`src/period_meas_pkg.sv`:
```
package period_meas_pkg;

	// ------------------------------------------------------------
	// Timing
	// ------------------------------------------------------------
	localparam int CLK_PERIOD_NS = 8;
	localparam int CLK_HZ = 125_000_000;
	localparam int PULSE_NS = 1750;
	localparam int PULSE_CYC = (PULSE_NS + CLK_PERIOD_NS - 1) / CLK_PERIOD_NS;
	localparam int DEB_NS = 2500;
	localparam int DEB_CYC = DEB_NS / CLK_PERIOD_NS + 1;
	localparam int MEAS_ERR_DEB_NS = 800;
	localparam int BASE_RATE_HZ = 500_000;
	localparam logic [31:0] BASE_STEP = 32'((64'(BASE_RATE_HZ) << 32) / 64'(CLK_HZ));
	localparam logic [2:0] CARRIER32_SHIFT = 3'h2;

	// ------------------------------------------------------------
	// Register map (word index, byte address is four times it)
	// ------------------------------------------------------------
	localparam int ADDR_W = 8;
	localparam logic [5:0] IDX_BOARD = 6'h00;
	localparam logic [5:0] IDX_IRQ = 6'h02;
	localparam logic [5:0] IDX_TRIG = 6'h04;
	localparam logic [5:0] IDX_CTRL = 6'h06;
	localparam logic [5:0] IDX_COUNT = 6'h08;
	localparam int CARRIER_BIT = 0;
	localparam int IRQ_BIT = 0;
	localparam logic [15:0] BOARD_RESET = 16'h0000;
	localparam logic [15:0] CTRL_RESET = 16'h0000;
	localparam logic [15:0] CTRL_RMASK = 16'hBFFF;
	localparam logic [15:0] COUNT_MAX = 16'hFFFF;
	localparam logic [1:0] RESP_OKAY = 2'h0;
	localparam logic [1:0] RESP_SLVERR = 2'h2;

	// ------------------------------------------------------------
	// Channel control fields and codes
	// ------------------------------------------------------------
	typedef struct packed {
		logic irq_en;
		logic unused;
		logic deb_en;
		logic [2:0] clk_src;
		logic [1:0] trig_pol;
		logic [1:0] ext_pol;
		logic [1:0] in_pol;
		logic out_pol;
		logic [2:0] mode;
	} ctrl_t;

	localparam logic [2:0] MODE_PERIOD = 3'h6;
	localparam logic [1:0] POL_LOW = 2'h1;
	localparam logic [1:0] POL_HIGH = 2'h2;
	localparam logic [2:0] CLK_INT_MAX = 3'h4;
	localparam logic [2:0] CLK_EXT = 3'h5;

	typedef enum logic [1:0] {
		ST_IDLE = 2'h0,
		ST_ARMED = 2'h1,
		ST_MEASURE = 2'h3
	} meas_state_t;

endpackage : period_meas_pkg

```
`src/period_measurement_counter.sv`:
```
// The AXI4-Lite interface to the registers was left to the implementer.
`timescale 1ns/1ns

// What this block does
// - Mode field code 110 selects period measurement; other codes halt the channel.
// - After a trigger, measure just the first full input cycle, low plus high.
// - Measurement starts on the low or the high portion, by polarity field.
// - Polarity field 01 starts on low, 10 on high, 00 and 11 disable.
// - External clock counts only with its polarity 01 or 10 and source 101.
// - Source codes 000 to 100 pick doubling internal rates; 000 after reset.
// - A write to the trigger register starts a measurement.
// - External trigger also starts; counting begins at next active portion.
// - Any accepted trigger clears the counter to zero first.
// - Counter adds one per selected clock tick; read back at any time.
// - Result is within one tick of the true period over the tick period.
// - A period beyond counter range reads back as all ones.
// - Each completed measurement drives a 1.75 us pulse on the output pin.
// - Output pin idles released high; bit 3 sets driven active level.
// - Debounce bit 13 rejects input and trigger pulses of 2.5 us or less.
// - Debounce may add up to 800 ns of measurement error.
// - Control bit 14 always reads as zero.
// - With bit 15 set, completion of the first full cycle raises pending.
// - With no external clock, measurement still completes with count zero.
// - Pending stays until software writes one to its status bit.
// - Writing control bit 15 low also clears pending.
module period_measurement_counter (
	// Clock and reset
	input wire logic aclk,
	input wire logic aresetn,
	// AXI4-Lite write address
	input wire logic [period_meas_pkg::ADDR_W-1:0] s_axi_awaddr,
	input wire logic s_axi_awvalid,
	output logic s_axi_awready,
	// AXI4-Lite write data
	input wire logic [31:0] s_axi_wdata,
	input wire logic [3:0] s_axi_wstrb,
	input wire logic s_axi_wvalid,
	output logic s_axi_wready,
	// AXI4-Lite write response
	output logic [1:0] s_axi_bresp,
	output logic s_axi_bvalid,
	input wire logic s_axi_bready,
	// AXI4-Lite read address
	input wire logic [period_meas_pkg::ADDR_W-1:0] s_axi_araddr,
	input wire logic s_axi_arvalid,
	output logic s_axi_arready,
	// AXI4-Lite read data
	output logic [31:0] s_axi_rdata,
	output logic [1:0] s_axi_rresp,
	output logic s_axi_rvalid,
	input wire logic s_axi_rready,
	// Field inputs
	input wire logic measured_input,
	input wire logic external_clock_input,
	input wire logic trigger_input,
	// Counter output pin, released while oe_n is high
	output logic counter_out,
	output logic counter_out_oe_n,
	// Pending interrupt
	output logic irq_pending
);
	import period_meas_pkg::*;

	// ------------------------------------------------------------
	// Helpers
	// ------------------------------------------------------------
	function automatic logic [15:0] merge16(input logic [15:0] old, input logic [31:0] d,
			input logic [3:0] s);
		merge16 = {s[1] ? d[15:8] : old[15:8], s[0] ? d[7:0] : old[7:0]};
	endfunction : merge16

	function automatic logic pol_edge(input logic [1:0] pol, input logic prev, input logic cur);
		pol_edge = ((pol == POL_LOW) && prev && !cur) || ((pol == POL_HIGH) && !prev && cur);
	endfunction : pol_edge

	function automatic logic [5:0] word_idx(input logic [ADDR_W-1:0] a);
		word_idx = a[7:2];
	endfunction : word_idx

	logic aw_have_r;
	logic w_have_r;
	logic ar_have_r;
	logic [5:0] aw_idx_r;
	logic [5:0] ar_idx_r;
	logic [31:0] wdata_r;
	logic [3:0] wstrb_r;
	logic wr_go;
	logic rd_go;
	logic [15:0] board_r;
	ctrl_t ctrl_r;
	ctrl_t ctrl_nxt;
	meas_state_t state_r;
	logic [15:0] count_r;
	logic [31:0] phase_r;
	logic [32:0] phase_sum;
	logic [2:0] rate_idx;
	logic meas_lvl;
	logic ext_lvl;
	logic trig_lvl;
	logic meas_prev_r;
	logic ext_prev_r;
	logic trig_prev_r;
	logic act_edge;
	logic mode_ok;
	logic int_sel;
	logic ext_sel;
	logic tick;
	logic trig_ok;
	logic done;
	logic irq_clear;
	logic pulse_on_r;
	logic [8:0] pulse_cnt_r;
	logic [8:0] pulse_len_r;

	// ------------------------------------------------------------
	// AXI4-Lite write channels
	// ------------------------------------------------------------
	assign wr_go = aw_have_r && w_have_r && !s_axi_bvalid;

	always_ff @(posedge aclk) begin
		if (!aresetn) begin
			s_axi_awready <= 1'b0;
			aw_have_r <= 1'b0;
			aw_idx_r <= 6'h00;
		end else if (s_axi_awready && s_axi_awvalid) begin
			s_axi_awready <= 1'b0;
			aw_have_r <= 1'b1;
			aw_idx_r <= word_idx(s_axi_awaddr);
		end else if (wr_go) begin
			aw_have_r <= 1'b0;
		end else if (!aw_have_r && !s_axi_bvalid) begin
			s_axi_awready <= 1'b1;
		end
	end

	always_ff @(posedge aclk) begin
		if (!aresetn) begin
			s_axi_wready <= 1'b0;
			w_have_r <= 1'b0;
			wdata_r <= 32'h0000_0000;
			wstrb_r <= 4'h0;
		end else if (s_axi_wready && s_axi_wvalid) begin
			s_axi_wready <= 1'b0;
			w_have_r <= 1'b1;
			wdata_r <= s_axi_wdata;
			wstrb_r <= s_axi_wstrb;
		end else if (wr_go) begin
			w_have_r <= 1'b0;
		end else if (!w_have_r && !s_axi_bvalid) begin
			s_axi_wready <= 1'b1;
		end
	end

	always_ff @(posedge aclk) begin
		if (!aresetn) begin
			s_axi_bvalid <= 1'b0;
			s_axi_bresp <= RESP_OKAY;
		end else if (wr_go) begin
			s_axi_bvalid <= 1'b1;
			unique case (aw_idx_r)
				IDX_BOARD, IDX_IRQ, IDX_TRIG, IDX_CTRL, IDX_COUNT: s_axi_bresp <= RESP_OKAY;
				default: s_axi_bresp <= RESP_SLVERR;
			endcase
		end else if (s_axi_bready) begin
			s_axi_bvalid <= 1'b0;
		end
	end

	// ------------------------------------------------------------
	// AXI4-Lite read channels
	// ------------------------------------------------------------
	assign rd_go = ar_have_r && !s_axi_rvalid;

	always_ff @(posedge aclk) begin
		if (!aresetn) begin
			s_axi_arready <= 1'b0;
			ar_have_r <= 1'b0;
			ar_idx_r <= 6'h00;
		end else if (s_axi_arready && s_axi_arvalid) begin
			s_axi_arready <= 1'b0;
			ar_have_r <= 1'b1;
			ar_idx_r <= word_idx(s_axi_araddr);
		end else if (rd_go) begin
			ar_have_r <= 1'b0;
		end else if (!ar_have_r && !s_axi_rvalid) begin
			s_axi_arready <= 1'b1;
		end
	end

	always_ff @(posedge aclk) begin
		if (!aresetn) begin
			s_axi_rvalid <= 1'b0;
			s_axi_rdata <= 32'h0000_0000;
			s_axi_rresp <= RESP_OKAY;
		end else if (rd_go) begin
			s_axi_rvalid <= 1'b1;
			s_axi_rresp <= RESP_OKAY;
			s_axi_rdata <= 32'h0000_0000;
			unique case (ar_idx_r)
				IDX_BOARD: s_axi_rdata[15:0] <= board_r;
				IDX_IRQ: s_axi_rdata[IRQ_BIT] <= irq_pending;
				IDX_TRIG: s_axi_rdata[15:0] <= 16'h0000;
				IDX_CTRL: s_axi_rdata[15:0] <= ctrl_r & CTRL_RMASK;
				IDX_COUNT: s_axi_rdata[15:0] <= count_r;
				default: s_axi_rresp <= RESP_SLVERR;
			endcase
		end else if (s_axi_rready) begin
			s_axi_rvalid <= 1'b0;
		end
	end

	// ------------------------------------------------------------
	// Board and channel control registers
	// ------------------------------------------------------------
	assign ctrl_nxt = ctrl_t'(merge16(ctrl_r, wdata_r, wstrb_r));

	always_ff @(posedge aclk) begin
		if (!aresetn) begin
			board_r <= BOARD_RESET;
		end else if (wr_go && aw_idx_r == IDX_BOARD) begin
			board_r <= merge16(board_r, wdata_r, wstrb_r) & 16'h0001;
		end
	end

	always_ff @(posedge aclk) begin
		if (!aresetn) begin
			ctrl_r <= ctrl_t'(CTRL_RESET);
		end else if (wr_go && aw_idx_r == IDX_CTRL) begin
			ctrl_r <= ctrl_t'(ctrl_nxt & CTRL_RMASK);
		end
	end

	// ------------------------------------------------------------
	// Input conditioning and edges
	// ------------------------------------------------------------
	input_conditioner u_meas (
		.aclk(aclk),
		.aresetn(aresetn),
		.raw(measured_input),
		.filter_en(ctrl_r.deb_en),
		.level(meas_lvl)
	);

	input_conditioner u_extclk (
		.aclk(aclk),
		.aresetn(aresetn),
		.raw(external_clock_input),
		.filter_en(1'b0),
		.level(ext_lvl)
	);

	input_conditioner u_trig (
		.aclk(aclk),
		.aresetn(aresetn),
		.raw(trigger_input),
		.filter_en(ctrl_r.deb_en),
		.level(trig_lvl)
	);

	always_ff @(posedge aclk) begin
		if (!aresetn) begin
			meas_prev_r <= 1'b0;
			ext_prev_r <= 1'b0;
			trig_prev_r <= 1'b0;
		end else begin
			meas_prev_r <= meas_lvl;
			ext_prev_r <= ext_lvl;
			trig_prev_r <= trig_lvl;
		end
	end

	assign act_edge = pol_edge(ctrl_r.in_pol, meas_prev_r, meas_lvl);
	assign mode_ok = (ctrl_r.mode == MODE_PERIOD) &&
		((ctrl_r.in_pol == POL_LOW) || (ctrl_r.in_pol == POL_HIGH));
	assign trig_ok = mode_ok && ((wr_go && aw_idx_r == IDX_TRIG) ||
		pol_edge(ctrl_r.trig_pol, trig_prev_r, trig_lvl));
	assign done = (state_r == ST_MEASURE) && act_edge && !trig_ok;

	// ------------------------------------------------------------
	// Counting clock: internal phase accumulator or external edges
	// ------------------------------------------------------------
	assign int_sel = ctrl_r.clk_src <= CLK_INT_MAX;
	assign ext_sel = (ctrl_r.clk_src == CLK_EXT) &&
		((ctrl_r.ext_pol == POL_LOW) || (ctrl_r.ext_pol == POL_HIGH));
	assign rate_idx = ctrl_r.clk_src + (board_r[CARRIER_BIT] ? CARRIER32_SHIFT : 3'h0);
	assign phase_sum = {1'b0, phase_r} + {1'b0, BASE_STEP << rate_idx};
	assign tick = int_sel ? phase_sum[32] :
		(ext_sel && pol_edge(ctrl_r.ext_pol, ext_prev_r, ext_lvl));

	always_ff @(posedge aclk) begin
		if (!aresetn || !int_sel) begin
			phase_r <= 32'h0000_0000;
		end else begin
			phase_r <= phase_sum[31:0];
		end
	end

	// ------------------------------------------------------------
	// Measurement sequence
	// ------------------------------------------------------------
	always_ff @(posedge aclk) begin
		if (!aresetn) begin
			state_r <= ST_IDLE;
		end else if (!mode_ok) begin
			state_r <= ST_IDLE;
		end else if (trig_ok) begin
			state_r <= ST_ARMED;
		end else begin
			unique case (state_r)
				ST_IDLE: state_r <= ST_IDLE;
				ST_ARMED: state_r <= act_edge ? ST_MEASURE : ST_ARMED;
				ST_MEASURE: state_r <= act_edge ? ST_IDLE : ST_MEASURE;
				default: state_r <= ST_IDLE;
			endcase
		end
	end

	always_ff @(posedge aclk) begin
		if (!aresetn) begin
			count_r <= 16'h0000;
		end else if (trig_ok) begin
			count_r <= 16'h0000;
		end else if (state_r == ST_MEASURE && !act_edge && tick && count_r != COUNT_MAX) begin
			count_r <= count_r + 16'h0001;
		end
	end

	// ------------------------------------------------------------
	// Completion pulse on the output pin
	// ------------------------------------------------------------
	always_ff @(posedge aclk) begin
		if (!aresetn) begin
			pulse_on_r <= 1'b0;
			pulse_cnt_r <= 9'h000;
		end else if (done) begin
			pulse_on_r <= 1'b1;
			pulse_cnt_r <= 9'(PULSE_CYC - 1);
		end else if (pulse_on_r) begin
			pulse_on_r <= pulse_cnt_r != 9'h000;
			pulse_cnt_r <= pulse_cnt_r - 9'h001;
		end
	end

	always_ff @(posedge aclk) begin
		if (!aresetn) begin
			counter_out <= 1'b1;
			counter_out_oe_n <= 1'b1;
		end else begin
			counter_out <= pulse_on_r ? ctrl_r.out_pol : 1'b1;
			counter_out_oe_n <= !pulse_on_r;
		end
	end

	// ------------------------------------------------------------
	// Pending interrupt: set wins over clear
	// ------------------------------------------------------------
	assign irq_clear = wr_go && ((aw_idx_r == IDX_IRQ && wstrb_r[0] && wdata_r[IRQ_BIT]) ||
		(aw_idx_r == IDX_CTRL && !ctrl_nxt.irq_en));

	always_ff @(posedge aclk) begin
		if (!aresetn) begin
			irq_pending <= 1'b0;
		end else if (done && ctrl_r.irq_en) begin
			irq_pending <= 1'b1;
		end else if (irq_clear) begin
			irq_pending <= 1'b0;
		end
	end

	// ------------------------------------------------------------
	// Checks
	// ------------------------------------------------------------
	always_ff @(posedge aclk) begin
		if (!aresetn || done || !pulse_on_r) begin
			pulse_len_r <= 9'h000;
		end else begin
			pulse_len_r <= pulse_len_r + 9'h001;
		end
	end

	property p_mode_gate;
		@(posedge aclk) disable iff (!aresetn)
		(ctrl_r.mode != MODE_PERIOD) |=> (state_r == ST_IDLE);
	endproperty
	a_mode_gate: assert property (p_mode_gate) else $error("channel ran outside period mode");

	property p_trig_clears;
		@(posedge aclk) disable iff (!aresetn)
		trig_ok |=> (count_r == 16'h0000) && (state_r == ST_ARMED);
	endproperty
	a_trig_clears: assert property (p_trig_clears) else $error("trigger did not clear count");

	property p_count_step;
		@(posedge aclk) disable iff (!aresetn)
		(state_r == ST_MEASURE && tick && !act_edge && !trig_ok && count_r != COUNT_MAX)
			|=> (count_r == $past(count_r) + 16'h0001);
	endproperty
	a_count_step: assert property (p_count_step) else $error("counter missed a tick");

	property p_saturate;
		@(posedge aclk) disable iff (!aresetn)
		(count_r == COUNT_MAX && !trig_ok) |=> (count_r == COUNT_MAX);
	endproperty
	a_saturate: assert property (p_saturate) else $error("counter wrapped");

	property p_no_clock;
		@(posedge aclk) disable iff (!aresetn)
		(!int_sel && !ext_sel) |-> !tick;
	endproperty
	a_no_clock: assert property (p_no_clock) else $error("tick without a valid source");

	property p_pulse_len;
		@(posedge aclk) disable iff (!aresetn)
		$fell(pulse_on_r) |-> (pulse_len_r == PULSE_CYC);
	endproperty
	a_pulse_len: assert property (p_pulse_len) else $error("output pulse length wrong");

	property p_pin_drive;
		@(posedge aclk) disable iff (!aresetn)
		done |=> ##1 (!counter_out_oe_n && counter_out == $past(ctrl_r.out_pol));
	endproperty
	a_pin_drive: assert property (p_pin_drive) else $error("pin not driven after completion");

	property p_irq_set;
		@(posedge aclk) disable iff (!aresetn)
		(done && ctrl_r.irq_en) |=> irq_pending;
	endproperty
	a_irq_set: assert property (p_irq_set) else $error("completion did not set pending");

	property p_irq_hold;
		@(posedge aclk) disable iff (!aresetn)
		(irq_pending && !irq_clear) |=> irq_pending;
	endproperty
	a_irq_hold: assert property (p_irq_hold) else $error("pending dropped without clear");

	property p_ie_clear;
		@(posedge aclk) disable iff (!aresetn)
		(wr_go && aw_idx_r == IDX_CTRL && !ctrl_nxt.irq_en && !done) |=> !irq_pending;
	endproperty
	a_ie_clear: assert property (p_ie_clear) else $error("enable low did not clear");

	property p_bit14;
		@(posedge aclk) disable iff (!aresetn)
		(s_axi_rvalid && ar_idx_r == IDX_CTRL) |-> !s_axi_rdata[14];
	endproperty
	a_bit14: assert property (p_bit14) else $error("unused control bit read as one");

endmodule : period_measurement_counter

```
`src/input_conditioner.sv`:
```
`timescale 1ns/1ns

module input_conditioner
	import period_meas_pkg::*;
(
	// Clock and reset
	input wire logic aclk,
	input wire logic aresetn,
	// Pin and filter control
	input wire logic raw,
	input wire logic filter_en,
	// Conditioned level
	output logic level
);

	logic sync1_r;
	logic sync2_r;
	logic [8:0] stable_r;

	// ------------------------------------------------------------
	// Synchroniser
	// ------------------------------------------------------------
	always_ff @(posedge aclk) begin
		if (!aresetn) begin
			sync1_r <= 1'b0;
			sync2_r <= 1'b0;
		end else begin
			sync1_r <= raw;
			sync2_r <= sync1_r;
		end
	end

	// ------------------------------------------------------------
	// Debounce: new level accepted once it outlasts the reject window
	// ------------------------------------------------------------
	always_ff @(posedge aclk) begin
		if (!aresetn) begin
			stable_r <= 9'h000;
			level <= 1'b0;
		end else if (!filter_en) begin
			stable_r <= 9'h000;
			level <= sync2_r;
		end else if (sync2_r == level) begin
			stable_r <= 9'h000;
		end else if (stable_r == 9'(DEB_CYC - 1)) begin
			stable_r <= 9'h000;
			level <= sync2_r;
		end else begin
			stable_r <= stable_r + 9'h001;
		end
	end

endmodule : input_conditioner

```
`config.mk`:
```
export PLATFORM = sky130hd
export DESIGN_NAME = period_measurement_counter
export DESIGN_NICKNAME = d
export VERILOG_FILES = /design/src/period_meas_pkg.sv /design/src/period_measurement_counter.sv /design/src/input_conditioner.sv
export SDC_FILE = /design/constraint.sdc
export NUM_CORES = 1
export LEC_CHECK = 0
export ABC_AREA = 1
export BUFFER_PORTS_ARGS = -buffer_cell sky130_fd_sc_hd__buf_2
export CAP_MARGIN = 20
export CORE_MARGIN = 5
export CORE_UTILIZATION = 55
export CTS_BUF_LIST = sky130_fd_sc_hd__clkbuf_4 sky130_fd_sc_hd__clkbuf_8 sky130_fd_sc_hd__clkbuf_16
export CTS_CLUSTER_SIZE = 30
export DETAILED_ROUTE_END_ITERATION = 6
export GPL_TIMING_DRIVEN = 0
export PLACE_DENSITY_LB_ADDON = 0.3
export SETUP_SLACK_MARGIN = 0.15
export SLEW_MARGIN = 20
export SYNTH_ARGS = -nofsm -noshare
export SYNTH_HDL_FRONTEND = slang
export SYNTH_SLANG_ARGS = --single-unit
```
`constraint.sdc`:
```
create_clock -name aclk -period 3.45 [get_ports aclk]
set_input_delay 0.345 -clock aclk [delete_from_list [all_inputs] [get_ports aclk]]
set_output_delay 0.345 -clock aclk [all_outputs]
set_load 0.02 [all_outputs]
```
==> results of run 1 <==
## cell families after synthesis
family | after synthesis | synth area share
AO/OA/AOI/OAI | 257 | 0.154
XOR/XNOR | 25 | 0.0240
adder cells (fa/ha/maj) | 52 | 0.0723
buffers and inverters | 256 | 0.116
flip-flops | 164 | 0.360
multiplexers | 1 | 0.00110
other | 1 | 0.000412
AND/OR/NAND/NOR | 580 | 0.271
## registers in the layout (all words and copies together), names as in the netlist, 2 cells and up
signal,cells
u_trig.stable_r,9
wdata_r,15
wstrb_r,2
count_r,16
state_r,2
ar_idx_r,6
s_axi_rdata,16
aw_idx_r,6
ctrl_r,15
u_meas.stable_r,9
pulse_cnt_r,9
phase_r,32
## repair_timing
item | CTS | global route
gates resized for setup | 5 | 32
pin swaps | 0 | 9
buffers inserted | 0 | 9
setup endpoints to repair | 22 | 33
## worst max-delay path, delay by kind of cell, from the launching register on
family | cells | cell delay [ns]
simple gates | 10 | 1.22
buf+inv | 4 | 0.58
fa+ha+maj | 2 | 0.48
compound gates | 2 | 0.44
flops | 1 | 0.37
## synthesized netlist by cell type (all sizes together) (3+ instances only)
cell      n  share of area
a211oi    5         0.0041
a21oi   122          0.067
and2      3         0.0021
buf      26          0.021
clkbuf   25          0.010
dfxtp   164           0.36
ha       51          0.070
inv     205          0.084
nand2   256           0.11
nand3    75          0.042
nand3b    3         0.0025
nand4     8         0.0055
nor2    192          0.081
nor3     25          0.015
nor3b     5         0.0041
o211ai    6         0.0049
o21ai    95          0.052
o21bai    7         0.0058
o221ai   12          0.012
or2      10         0.0069
xnor2     4         0.0038
xor2     21          0.020
## area by class of cell
cell class / count / area, µm² / share of cell area
Tap cell: 220 / 275 / 0.0262
Timing Repair Buffer: 73 / 388 / 0.0370
Clock inverter: 14 / 149 / 0.0142
Clock buffer: 18 / 433 / 0.0413
Inverter: 205 / 769 / 0.0734
Multi-Input combinational cell: 933 / 4890 / 0.466
Sequential cell: 164 / 3290 / 0.313
Buffer: 51 / 295 / 0.0282
## worst paths after layout
path / from / end / slack [ns] / depth (start not counted)
worst min register to register: u_meas.sync1_r / u_meas.sync2_r / 0.42 / 2
worst min-delay path: s_axi_rready / s_axi_rvalid / 0.1 / 2
worst max-delay path: board_r[0] / phase_r[19] / 0.25 / 18
worst max register to register: board_r[0] / phase_r[19] / 0.25 / 18
## stage by stage
stage,total power (W),cell area [µm²],setup slack [ns],util,hold WS [ns]
floorplan,0.00251,9170,0.604,-,0.390
global placement,0.00266,9770,0.0864,0.595,0.401
detailed placement,0.00268,9770,0.0518,0.595,0.408
CTS,0.00454,10400,0.151,0.631,0.0930
global route,0.00474,10500,0.0995,0.639,0.105
finish,0.00456,10500,0.247,0.639,0.0979
## where the power goes
group          total [W]  internal [W]  switching [W]
logic           0.000651      0.000230       0.000421
clock network    0.00188       0.00102       0.000854
registers        0.00203       0.00198      0.0000428
## routing by layer
metal	share of wire	global-route usage	routed length, µm
met3	0.059	0.0407	1380
met2	0.46	0.394	10700
met1	0.45	0.321	10500
met4	0.025	0.0808	574
met5	0	0	0
## layout by cell type, fill, tap and decap left out, types with 6 or more instances in the layout
cell type,n
a21oi_1,119
buf_2,69
buf_4,28
clkbuf_1,22
clkbuf_16,17
conb_1,18
dfxtp_1,162
ha_1,46
inv_1,197
inv_2,8
nand2_1,244
nand2_2,11
nand3_1,73
nand4_1,8
nor2_1,184
nor2_2,6
nor3_1,22
o211ai_1,6
o21ai_0,89
o21bai_1,7
o221ai_1,12
or2_2,9
xor2_1,21
==> metrics.md, run 1 <==
| Metric | Value |
|---|---|
| Final hold vios | `0` |
| Crit-path slowest cell | `dfxtp_2` |
| Nets@finish | `about 1.6k` |
| CORE AREA | `between 15000 and 20000 µm²` |
| Iteration count of the initial detailed-routing pass | `6` |
| Detail Route Antenna Nets | `0` |
| DRT iter0 DRCs | `between 600 and 700` |
| Htree depth | `4` |
| Dpl hpwl | `about 17000 µm` |
| Critical path data required time | `~3.8 ns` |
| Fmax | `between 300 and 400 MHz` |
| Setup Skew | `about 0.008 ns` |
| CP Max Fanout | `10` |
| Non-filler cells, final | `~1.7k` |
| Critical path arrival | `about 3.6 ns` |
| N_diodes | `0` |
| Setup TNS Final | `0 ns` |
| IO Pins | `approximately 110` |
| Mapped Avg Cell Area | `about 6.8 µm²` |
| Area grow syn2layout | `15.1%` |
| CTS Root Cell | `clkbuf_16` |
| CTS tree | `yes` |
| Worst-Skew Late Latency | `~0.43 ns` |
| CTS Buffer Depth | `2` |
| Worst slew pin tran | `about 0.66 ns` |
| Clock transition at path regs | `roughly 0.07 ns` |
| Placed Cells | `between 1.5k and 2k` |
| Synth warn | `0` |
| Yosys cell types | `47` |
| RePlAce Congestion | `around 0.93` |
| Post-Route WL | `~23000 µm` |
| Avg WL per Cell | `between 10 and 15 µm` |
| Pin count of the biggest net entering global routing | `17` |
| Worst path most repeated cell | `nand2_1` |
| Post-synth EDFFs | `0` |
| Port Buffers | `64` |
| Antenna violations before repair | `0` |
| Leakage power | `roughly 4.8 nW` |
| # setup viols final | `0` |
| Drc violations | `0` |
| Initial Util | `0.555` |
| Cell-by-cell trace of the critical path | `ha_4 > or2_2 > nand2_2 > inv_1 > buf_2 > buf_4 > o211ai_1 > ha_1 > buf_4 > nand2_1 > nor2_1 > nor2_1 > nand2_2 > nand2_1 > nand2_1 > nand2_1 > nand3_1 > a21oi_1` |
| Critical Path Max Stage Delay | `approximately 0.37 ns` |
| Pwr/cell area | `434 nW/µm²` |
| Critical path class | `register to register` |
| GRT Residual Overflow | `0` |
| Total die area | `approximately 19000 µm²` |
| Num CTS Buffers | `17` |
| Synth Cell Area | `9110 µm²` |
| Via density | `approximately 5.3` |
| #FFs+latches synth | `164` |
| Commonest register cell after synthesis | `dfxtp_1` |
| Hold WC Path Type | `input pin to register` |
| Seq/Total Area, Yosys | `0.360` |
| Clock Sinks | `about 160` |
| RSZ-0062 raised after global routing | `true` |
| Crit path time final | `approximately 3.2 ns` |
| Filler cells | `between 1k and 1.5k` |
| Final Slew Violations | `0` |
| Outcome | `completed` |
| Setup crit start kind | `register` |
| Post-CTS Hold Buffers | `0` |
| Syn Inst Count | `1336` |
| Die W | `approximately 140 µm` |
| Proportion of layout cells with a drive suffix above 1 | `0.128` |
| Slew headroom | `0.561` |
| Die span in y | `about 140 µm` |
| First-pass GRT wire length | `38700 µm` |
| Fraction of registers with async set/reset | `0` |
| Vias post-DR | `a little under 9k` |
| Max-cap viol count | `0` |
| Site Rows | `between 40 and 50` |
| Fin crit share | `0.928` |
| All-layer global routing usage | `0.240` |
| Worst setup EP type | `register` |
| VDD IR max | `383 µV` |
| Vias in the first global route | `between 8k and 9k` |
Power figures use the tool's default switching activity.
==> run 2, diff against run 1 <==
--- a/config.mk
+++ b/config.mk
@@ -13,7 +13,6 @@
 export CTS_BUF_LIST = sky130_fd_sc_hd__clkbuf_4 sky130_fd_sc_hd__clkbuf_8 sky130_fd_sc_hd__clkbuf_16
 export CTS_CLUSTER_SIZE = 30
 export DETAILED_ROUTE_END_ITERATION = 6
-export GPL_TIMING_DRIVEN = 0
 export PLACE_DENSITY_LB_ADDON = 0.3
 export SETUP_SLACK_MARGIN = 0.15
 export SLEW_MARGIN = 20
==> run 2 against run 1 <==
Combinational power down 10%. Non-clock buffer count down 52. Wire length down 8.8%. Fmax up 4.0%. Largest cell class unchanged. Critical path type unchanged. First-iteration DRC count down 1.5%.
==> metrics.md, run 2 (synthesized netlist as in run 1, its figures left out) <==
| Metric | Value |
|---|---|
| Fin crit share | `0.893` |
| Proportion of layout cells with a drive suffix above 1 | `0.103` |
| Htree depth | `4` |
| CTS tree | `yes` |
| CORE AREA | `roughly 16000 µm²` |
| CTS Buffer Depth | `2` |
| Pwr/cell area | `~430 nW/µm²` |
| Post-Route WL | `roughly 21000 µm` |
| Crit path time final | `between 3 and 4 ns` |
| Final Util | `0.619` |
| Largest registers | `phase_r (32), count_r (16), s_axi_rdata (16)` |
| Max reg flops | `32` |
| Top cell family by delay on the critical path | `adder cells` |
| Fmax | `325 MHz` |
| Worst path most repeated cell | `inv_1` |
| Critical path class | `register to register` |
| Die W | `about 140 µm` |
| Vias in the first global route | `around 7.8k` |
| Initial Util | `0.555` |
| Crit-path slowest cell | `ha_1` |
| Slew headroom | `0.402` |
| VDD IR max | `347 µV` |
| Critical path data required time | `around 3.8 ns` |
| Clock Sinks | `~160` |
| Via density | `around 5.2` |
| Die span in y | `roughly 140 µm` |
| # setup viols final | `0` |
| Final hold vios | `0` |
| Dpl hpwl | `roughly 16000 µm` |
| Dpl ws | `roughly 0.17 ns` |
| IO Pins | `around 110` |
| RePlAce Congestion | `between 0.9 and 1` |
| Final Power | `0.00441 W` |
| Worst slew pin tran | `around 0.90 ns` |
| Hold Path Origin | `s_axi_rready` |
| Critical Path Max Stage Delay | `approximately 0.37 ns` |
| Cell-by-cell trace of the critical path | `ha_4 > inv_1 > ha_1 > inv_1 > nor2_2 > inv_1 > o211ai_1 > ha_1 > nand2_1 > inv_1 > a21oi_1 > nand2_2 > nand2_2 > nand2_2 > nand3_2 > nand2_8 > a21oi_1 > nor2_1` |
| Port Buffers | `64` |
| Hold WC Path Type | `input pin to register` |
| Worst-Skew Late Latency | `between 0.4 and 0.5 ns` |
| Reg with most FFs | `phase_r` |
| CP Buf/Inv Count | `4` |
| Final Worst Setup Slack | `between 0.3 and 0.4 ns` |
| Filler cells | `between 1k and 1.5k` |
| Leakage power | `between 4 and 5 nW` |
| Antenna violations before repair | `0` |
| Worst setup path startpoint | `board_r[0]` |
| DRT iter0 DRCs | `around 670` |
| Site Rows | `between 40 and 50` |
| CP Max Fanout | `28` |
| Area grow syn2layout | `11.5%` |
| Pin count of the biggest net entering global routing | `75` |
| RSZ-0062 raised after global routing | `true` |
| Vias post-DR | `8496` |
| Avg WL per Cell | `about 13 µm` |
| Post-CTS Hold Buffers | `0` |
| Max-cap viol count | `0` |
| Leading cell type in the layout, fill and taps excluded | `nand2_1` |
| Worst setup EP type | `register` |
| N_diodes | `0` |
| All-layer global routing usage | `0.217` |
| Drc violations | `0` |
| Final Slew Violations | `0` |
| Setup crit start kind | `register` |
| Clock transition at path regs | `approximately 0.070 ns` |
| Reg2reg start | `board_r[0]` |
| Detail Route Antenna Nets | `0` |
| Setup TNS Final | `0 ns` |
| Outcome | `completed` |
| Setup Skew | `0.0125 ns` |
| Iteration count of the initial detailed-routing pass | `5` |
| Total die area | `a little under 20000 µm²` |
| First-pass GRT wire length | `between 30000 and 40000 µm` |
| CTS Root Cell | `clkbuf_16` |
| GRT Residual Overflow | `0` |
| Num CTS Buffers | `17` |
| Critical path arrival | `between 3 and 4 ns` |
| Most frequent cells in the layout | `nand2_1 (250), inv_1 (199), nor2_1 (183)` |
| Nets@finish | `approximately 1.5k` |
[run 2: cell count changes in the layout (fill, tap and decap cells not counted), sizes merged]
cell      previous run  this run
clkinvlp             3         1
bufinv               1         0
inv                210       211
clkbuf              41        18
clkinv               5         6
buf                101        72
[run 2: path summary, 6_finish.rpt]
check	cells past startpoint	slack [ns]	end
hold reg to reg	2	0.42	u_trig.sync2_r
setup / recovery	18	0.37	count_r[15]
hold / removal	2	0.09	s_axi_rvalid
setup reg to reg	18	0.37	count_r[15]
[run 2: routing by layer]
metal | up-vias | routed length, µm | track usage
met5 | - | 0 | 0
met4 | 0 | 483 | 0.0690
met3 | 35 | 1090 | 0.0410
met2 | 254 | 9560 | 0.356
met1 | 3820 | 10100 | 0.290
li1 | 4387 | - | -
[run 2: worst register-to-register path: stages (launching register included)]
cell,delay (ns)
dfxtp_2,0.35
ha_4,0.32
inv_1,0.10
ha_1,0.20
inv_1,0.13
nor2_2,0.08
inv_1,0.09
o211ai_1,0.14
ha_1,0.37
nand2_1,0.15
inv_1,0.09
a21oi_1,0.18
nand2_2,0.12
nand2_2,0.09
nand2_2,0.10
nand3_2,0.13
nand2_8,0.14
a21oi_1,0.17
nor2_1,0.06
[run 2: final cells by class]
| type | count | area, µm² | share of cell area |
|---|---|---|---|
| Clock inverter | 13 | 114 | 0.0112 |
| Tap cell | 220 | 275 | 0.0271 |
| Sequential cell | 164 | 3290 | 0.323 |
| Clock buffer | 18 | 439 | 0.0432 |
| Multi-Input combinational cell | 933 | 4870 | 0.480 |
| Inverter | 205 | 769 | 0.0757 |
| Timing Repair Buffer | 72 | 400 | 0.0394 |
[run 2: repair_timing]
action                                  CTS  global route
endpoints found under the setup margin    1            21
pin swaps                                 0             3
gates resized for setup                   1             9
cloned                                    0             0
buffers inserted                          0             2
[run 2: stage by stage]
| stage | area, µm² | hold slack (ns) | cells |
|---|---|---|---|
| after floorplan | 9170 | 0.390 | 1353 |
| after global placement | 9520 | 0.400 | 1591 |
| after detailed placement | 9520 | 0.400 | 1591 |
| after CTS | 10100 | 0.0856 | 1622 |
| after global routing | 10200 | 0.0899 | 1625 |
| final | 10200 | 0.0879 | 1625 |
[run 2: power breakdown]
| group | switching, W | total, W | internal [W] |
|---|---|---|---|
| Combinational | 0.000382 | 0.000584 | 0.000202 |
| Clock | 0.000840 | 0.00180 | 0.000958 |
| Sequential | 0.0000481 | 0.00203 | 0.00198 |
==> run 3, diff against run 2 <==
--- a/config.mk
+++ b/config.mk
@@ -13,7 +13,7 @@
 export CTS_BUF_LIST = sky130_fd_sc_hd__clkbuf_4 sky130_fd_sc_hd__clkbuf_8 sky130_fd_sc_hd__clkbuf_16
 export CTS_CLUSTER_SIZE = 30
 export DETAILED_ROUTE_END_ITERATION = 6
-export PLACE_DENSITY_LB_ADDON = 0.3
+export PLACE_DENSITY = 0.76
 export SETUP_SLACK_MARGIN = 0.15
 export SLEW_MARGIN = 20
 export SYNTH_ARGS = -nofsm -noshare
==> run 3 against run 2 <==
Sequential power is essentially flat. Sequential share of layout area shrank 0.57 points. Clock skew is essentially flat. Non-clock buffer count grew 5. Critical path depth shrank 2. Register-to-register slack lost 0.08 ns. Sequential cell count is the same. Highest routed layer unchanged. Cell area grew 1.7%. First-iteration DRC count shrank 4.0%. Via count is essentially flat. Wire length grew 3.8%. Global-route usage grew 0.54 points.
==> metrics.md, run 3 (synthesized netlist as in run 1, its figures left out) <==
| Metric | Value |
|---|---|
| Crit-path slowest cell | `ha_1` |
| Setup Skew | `approximately 0.012 ns` |
| Clock transition at path regs | `0.08 ns` |
| Flop-to-flop setup slack | `0.29 ns` |
| Cell-by-cell trace of the critical path | `ha_4 > or2_2 > nand2_1 > buf_4 > nor2_1 > or2_2 > ha_1 > nand2_1 > nor2_1 > and3_1 > nand2_1 > nand2_2 > nand2_1 > nand2_1 > nand2_1 > a21oi_1` |
| Reg with most FFs | `phase_r` |
| Fmax | `around 320 MHz` |
| N_diodes | `0` |
| Proportion of layout cells with a drive suffix above 1 | `0.113` |
| GRT Residual Overflow | `0` |
| Worst slew pin tran | `0.990 ns` |
| Critical path arrival | `3.50 ns` |
| Cell count of the worst reg-to-reg path | `16` |
| Hold WC Path Type | `input pin to register` |
| Total die area | `slightly below 20000 µm²` |
| IO Pins | `106` |
| Crit path time final | `between 3 and 4 ns` |
| Worst setup path startpoint | `board_r[0]` |
| Setup crit start kind | `register` |
| Die span in y | `approximately 140 µm` |
| Reg power frac | `0.438` |
| Critical path class | `register to register` |
| Nets@finish | `around 1.5k` |
| Avg WL per Cell | `roughly 13 µm` |
| Max reg flops | `32` |
| CP Buf/Inv Count | `1` |
| Post-CTS Hold Buffers | `0` |
| Worst path most repeated cell | `nand2_1` |
| P_sw | `about 0.0013 W` |
| Slew headroom | `0.336` |
| Worst-Skew Late Latency | `roughly 0.44 ns` |
| Comb power frac | `0.125` |
| Vias in the first global route | `between 7k and 8k` |
| Setup TNS Final | `0 ns` |
| Outcome | `completed` |
| All-layer global routing usage | `0.222` |
| CTS tree | `yes` |
| Htree depth | `4` |
| Port Buffers | `64` |
| Area grow syn2layout | `13.4%` |
| Internal | `between 0.003 and 0.004 W` |
| Dpl hpwl | `15700 µm` |
| CP Max Fanout | `12` |
| Largest registers | `phase_r (32), count_r (16), s_axi_rdata (16)` |
| Vias post-DR | `roughly 8.5k` |
| # setup viols final | `0` |
| Post-Route WL | `22000 µm` |
| Top cell family by delay on the critical path | `simple AND/OR/NAND/NOR gates` |
| RSZ-0062 raised after global routing | `true` |
| Final Worst Setup Slack | `between 0.2 and 0.3 ns` |
| Final Slew Violations | `0` |
| Clock Sinks | `164` |
| Fin crit share | `0.916` |
| Critical Path Max Stage Delay | `0.36 ns` |
| CTS Buffer Depth | `2` |
| CORE AREA | `approximately 16000 µm²` |
| RePlAce Congestion | `just under 0.9` |
| Leading cell type in the layout, fill and taps excluded | `nand2_1` |
| Final hold vios | `0` |
| DRT iter0 DRCs | `roughly 640` |
| Worst Setup EP | `phase_r[30]` |
| First-pass GRT wire length | `roughly 36000 µm` |
| Detail Route Antenna Nets | `0` |
| Leakage power | `4.71 nW` |
| Initial Util | `0.555` |
| Critical path data required time | `3.79 ns` |
| Via density | `~5.2` |
| Pwr/cell area | `around 450 nW/µm²` |
| Pin count of the biggest net entering global routing | `75` |
| Worst setup EP type | `register` |
| Clock share of power | `0.437` |
| Die W | `139 µm` |
| Stages on worst setup path | `16` |
| Reg2reg start | `board_r[0]` |
| Max-cap viol count | `0` |
| Most frequent cells in the layout | `nand2_1 (248), inv_1 (197), nor2_1 (182)` |
| Iteration count of the initial detailed-routing pass | `6` |
| Dpl ws | `approximately 0.21 ns` |
| CTS Root Cell | `clkbuf_16` |
| Antenna violations before repair | `0` |
| Num CTS Buffers | `17` |
| Drc violations | `0` |
| R2R Path End | `phase_r[30]` |
| VDD IR max | `around 370 µV` |
| Site Rows | `47` |
| Sw Share | `0.289` |
-- run 3: cell type report --
class | count | area (µm²)
Clock buffer | 17 | 425
Clock inverter | 15 | 205
Sequential cell | 164 | 3280
Multi-Input combinational cell | 935 | 4940
Tap cell | 220 | 275
Timing Repair Buffer | 77 | 428
Fill cell | 1479 | 6070
Inverter | 205 | 773
-- run 3: worst reg2reg max path, stage by stage (launching register included) --
cell	delay, ns
dfxtp_1	0.34
ha_4	0.17
or2_2	0.26
nand2_1	0.13
buf_4	0.21
nor2_1	0.09
or2_2	0.32
ha_1	0.36
nand2_1	0.14
nor2_1	0.24
and3_1	0.19
nand2_1	0.09
nand2_2	0.12
nand2_1	0.11
nand2_1	0.10
nand2_1	0.05
a21oi_1	0.13
-- run 3: how the worst min path moves through the flow --
stage                                start        endpoint  slack, ns  cells after the start
after global placement      u_trig.sync1_r  u_trig.sync2_r       0.40                      2
after floorplan           u_extclk.sync2_r  u_extclk.level       0.39                      2
after global routing          s_axi_rready    s_axi_rvalid        0.1                      2
after CTS                     s_axi_rready    s_axi_rvalid       0.09                      2
after detailed placement    u_meas.sync1_r  u_meas.sync2_r       0.40                      2
final                         s_axi_rready    s_axi_rvalid       0.09                      2
-- run 3: power by group through the flow --
stage                     combinational [W]  clock (W)  sequential [W]
final                              0.000581    0.00203         0.00203
after global routing               0.000657    0.00213         0.00204
after CTS                          0.000571    0.00205         0.00203
after detailed placement           0.000566          0         0.00207
after global placement             0.000555          0         0.00207
after floorplan                    0.000436          0         0.00208
-- run 3: per-stage QoR --
| stage | total power [W] | cell area [µm²] | utilization | hold WS (ns) | instances |
|---|---|---|---|---|---|
| 6_report | 0.00464 | 10300 | 0.630 | 0.0917 | 1633 |
| 5_1_grt | 0.00483 | 10300 | 0.630 | 0.0983 | 1633 |
| 3_3_place_gp | 0.00263 | 9530 | 0.581 | 0.400 | 1592 |
| 4_1_cts | 0.00465 | 10200 | 0.619 | 0.0865 | 1624 |
| 3_5_place_dp | 0.00264 | 9530 | 0.581 | 0.404 | 1592 |
| 2_1_floorplan | 0.00251 | 9170 | - | 0.390 | 1353 |
-- run 3: what timing repair did --
action / in CTS / in global routing
endpoints found under the setup margin: 0 / 31
gates resized for setup: 0 / 23
setup buffers: 0 / 7
-- run 3: per-layer routing --
metal | vias up | part of all wire | track usage
met3 | 45 | 0.053 | 0.0472
met2 | 214 | 0.46 | 0.365
li1 | 4408 | - | -
met1 | 3821 | 0.46 | 0.293
met5 | - | 0 | 0
met4 | 0 | 0.022 | 0.0721
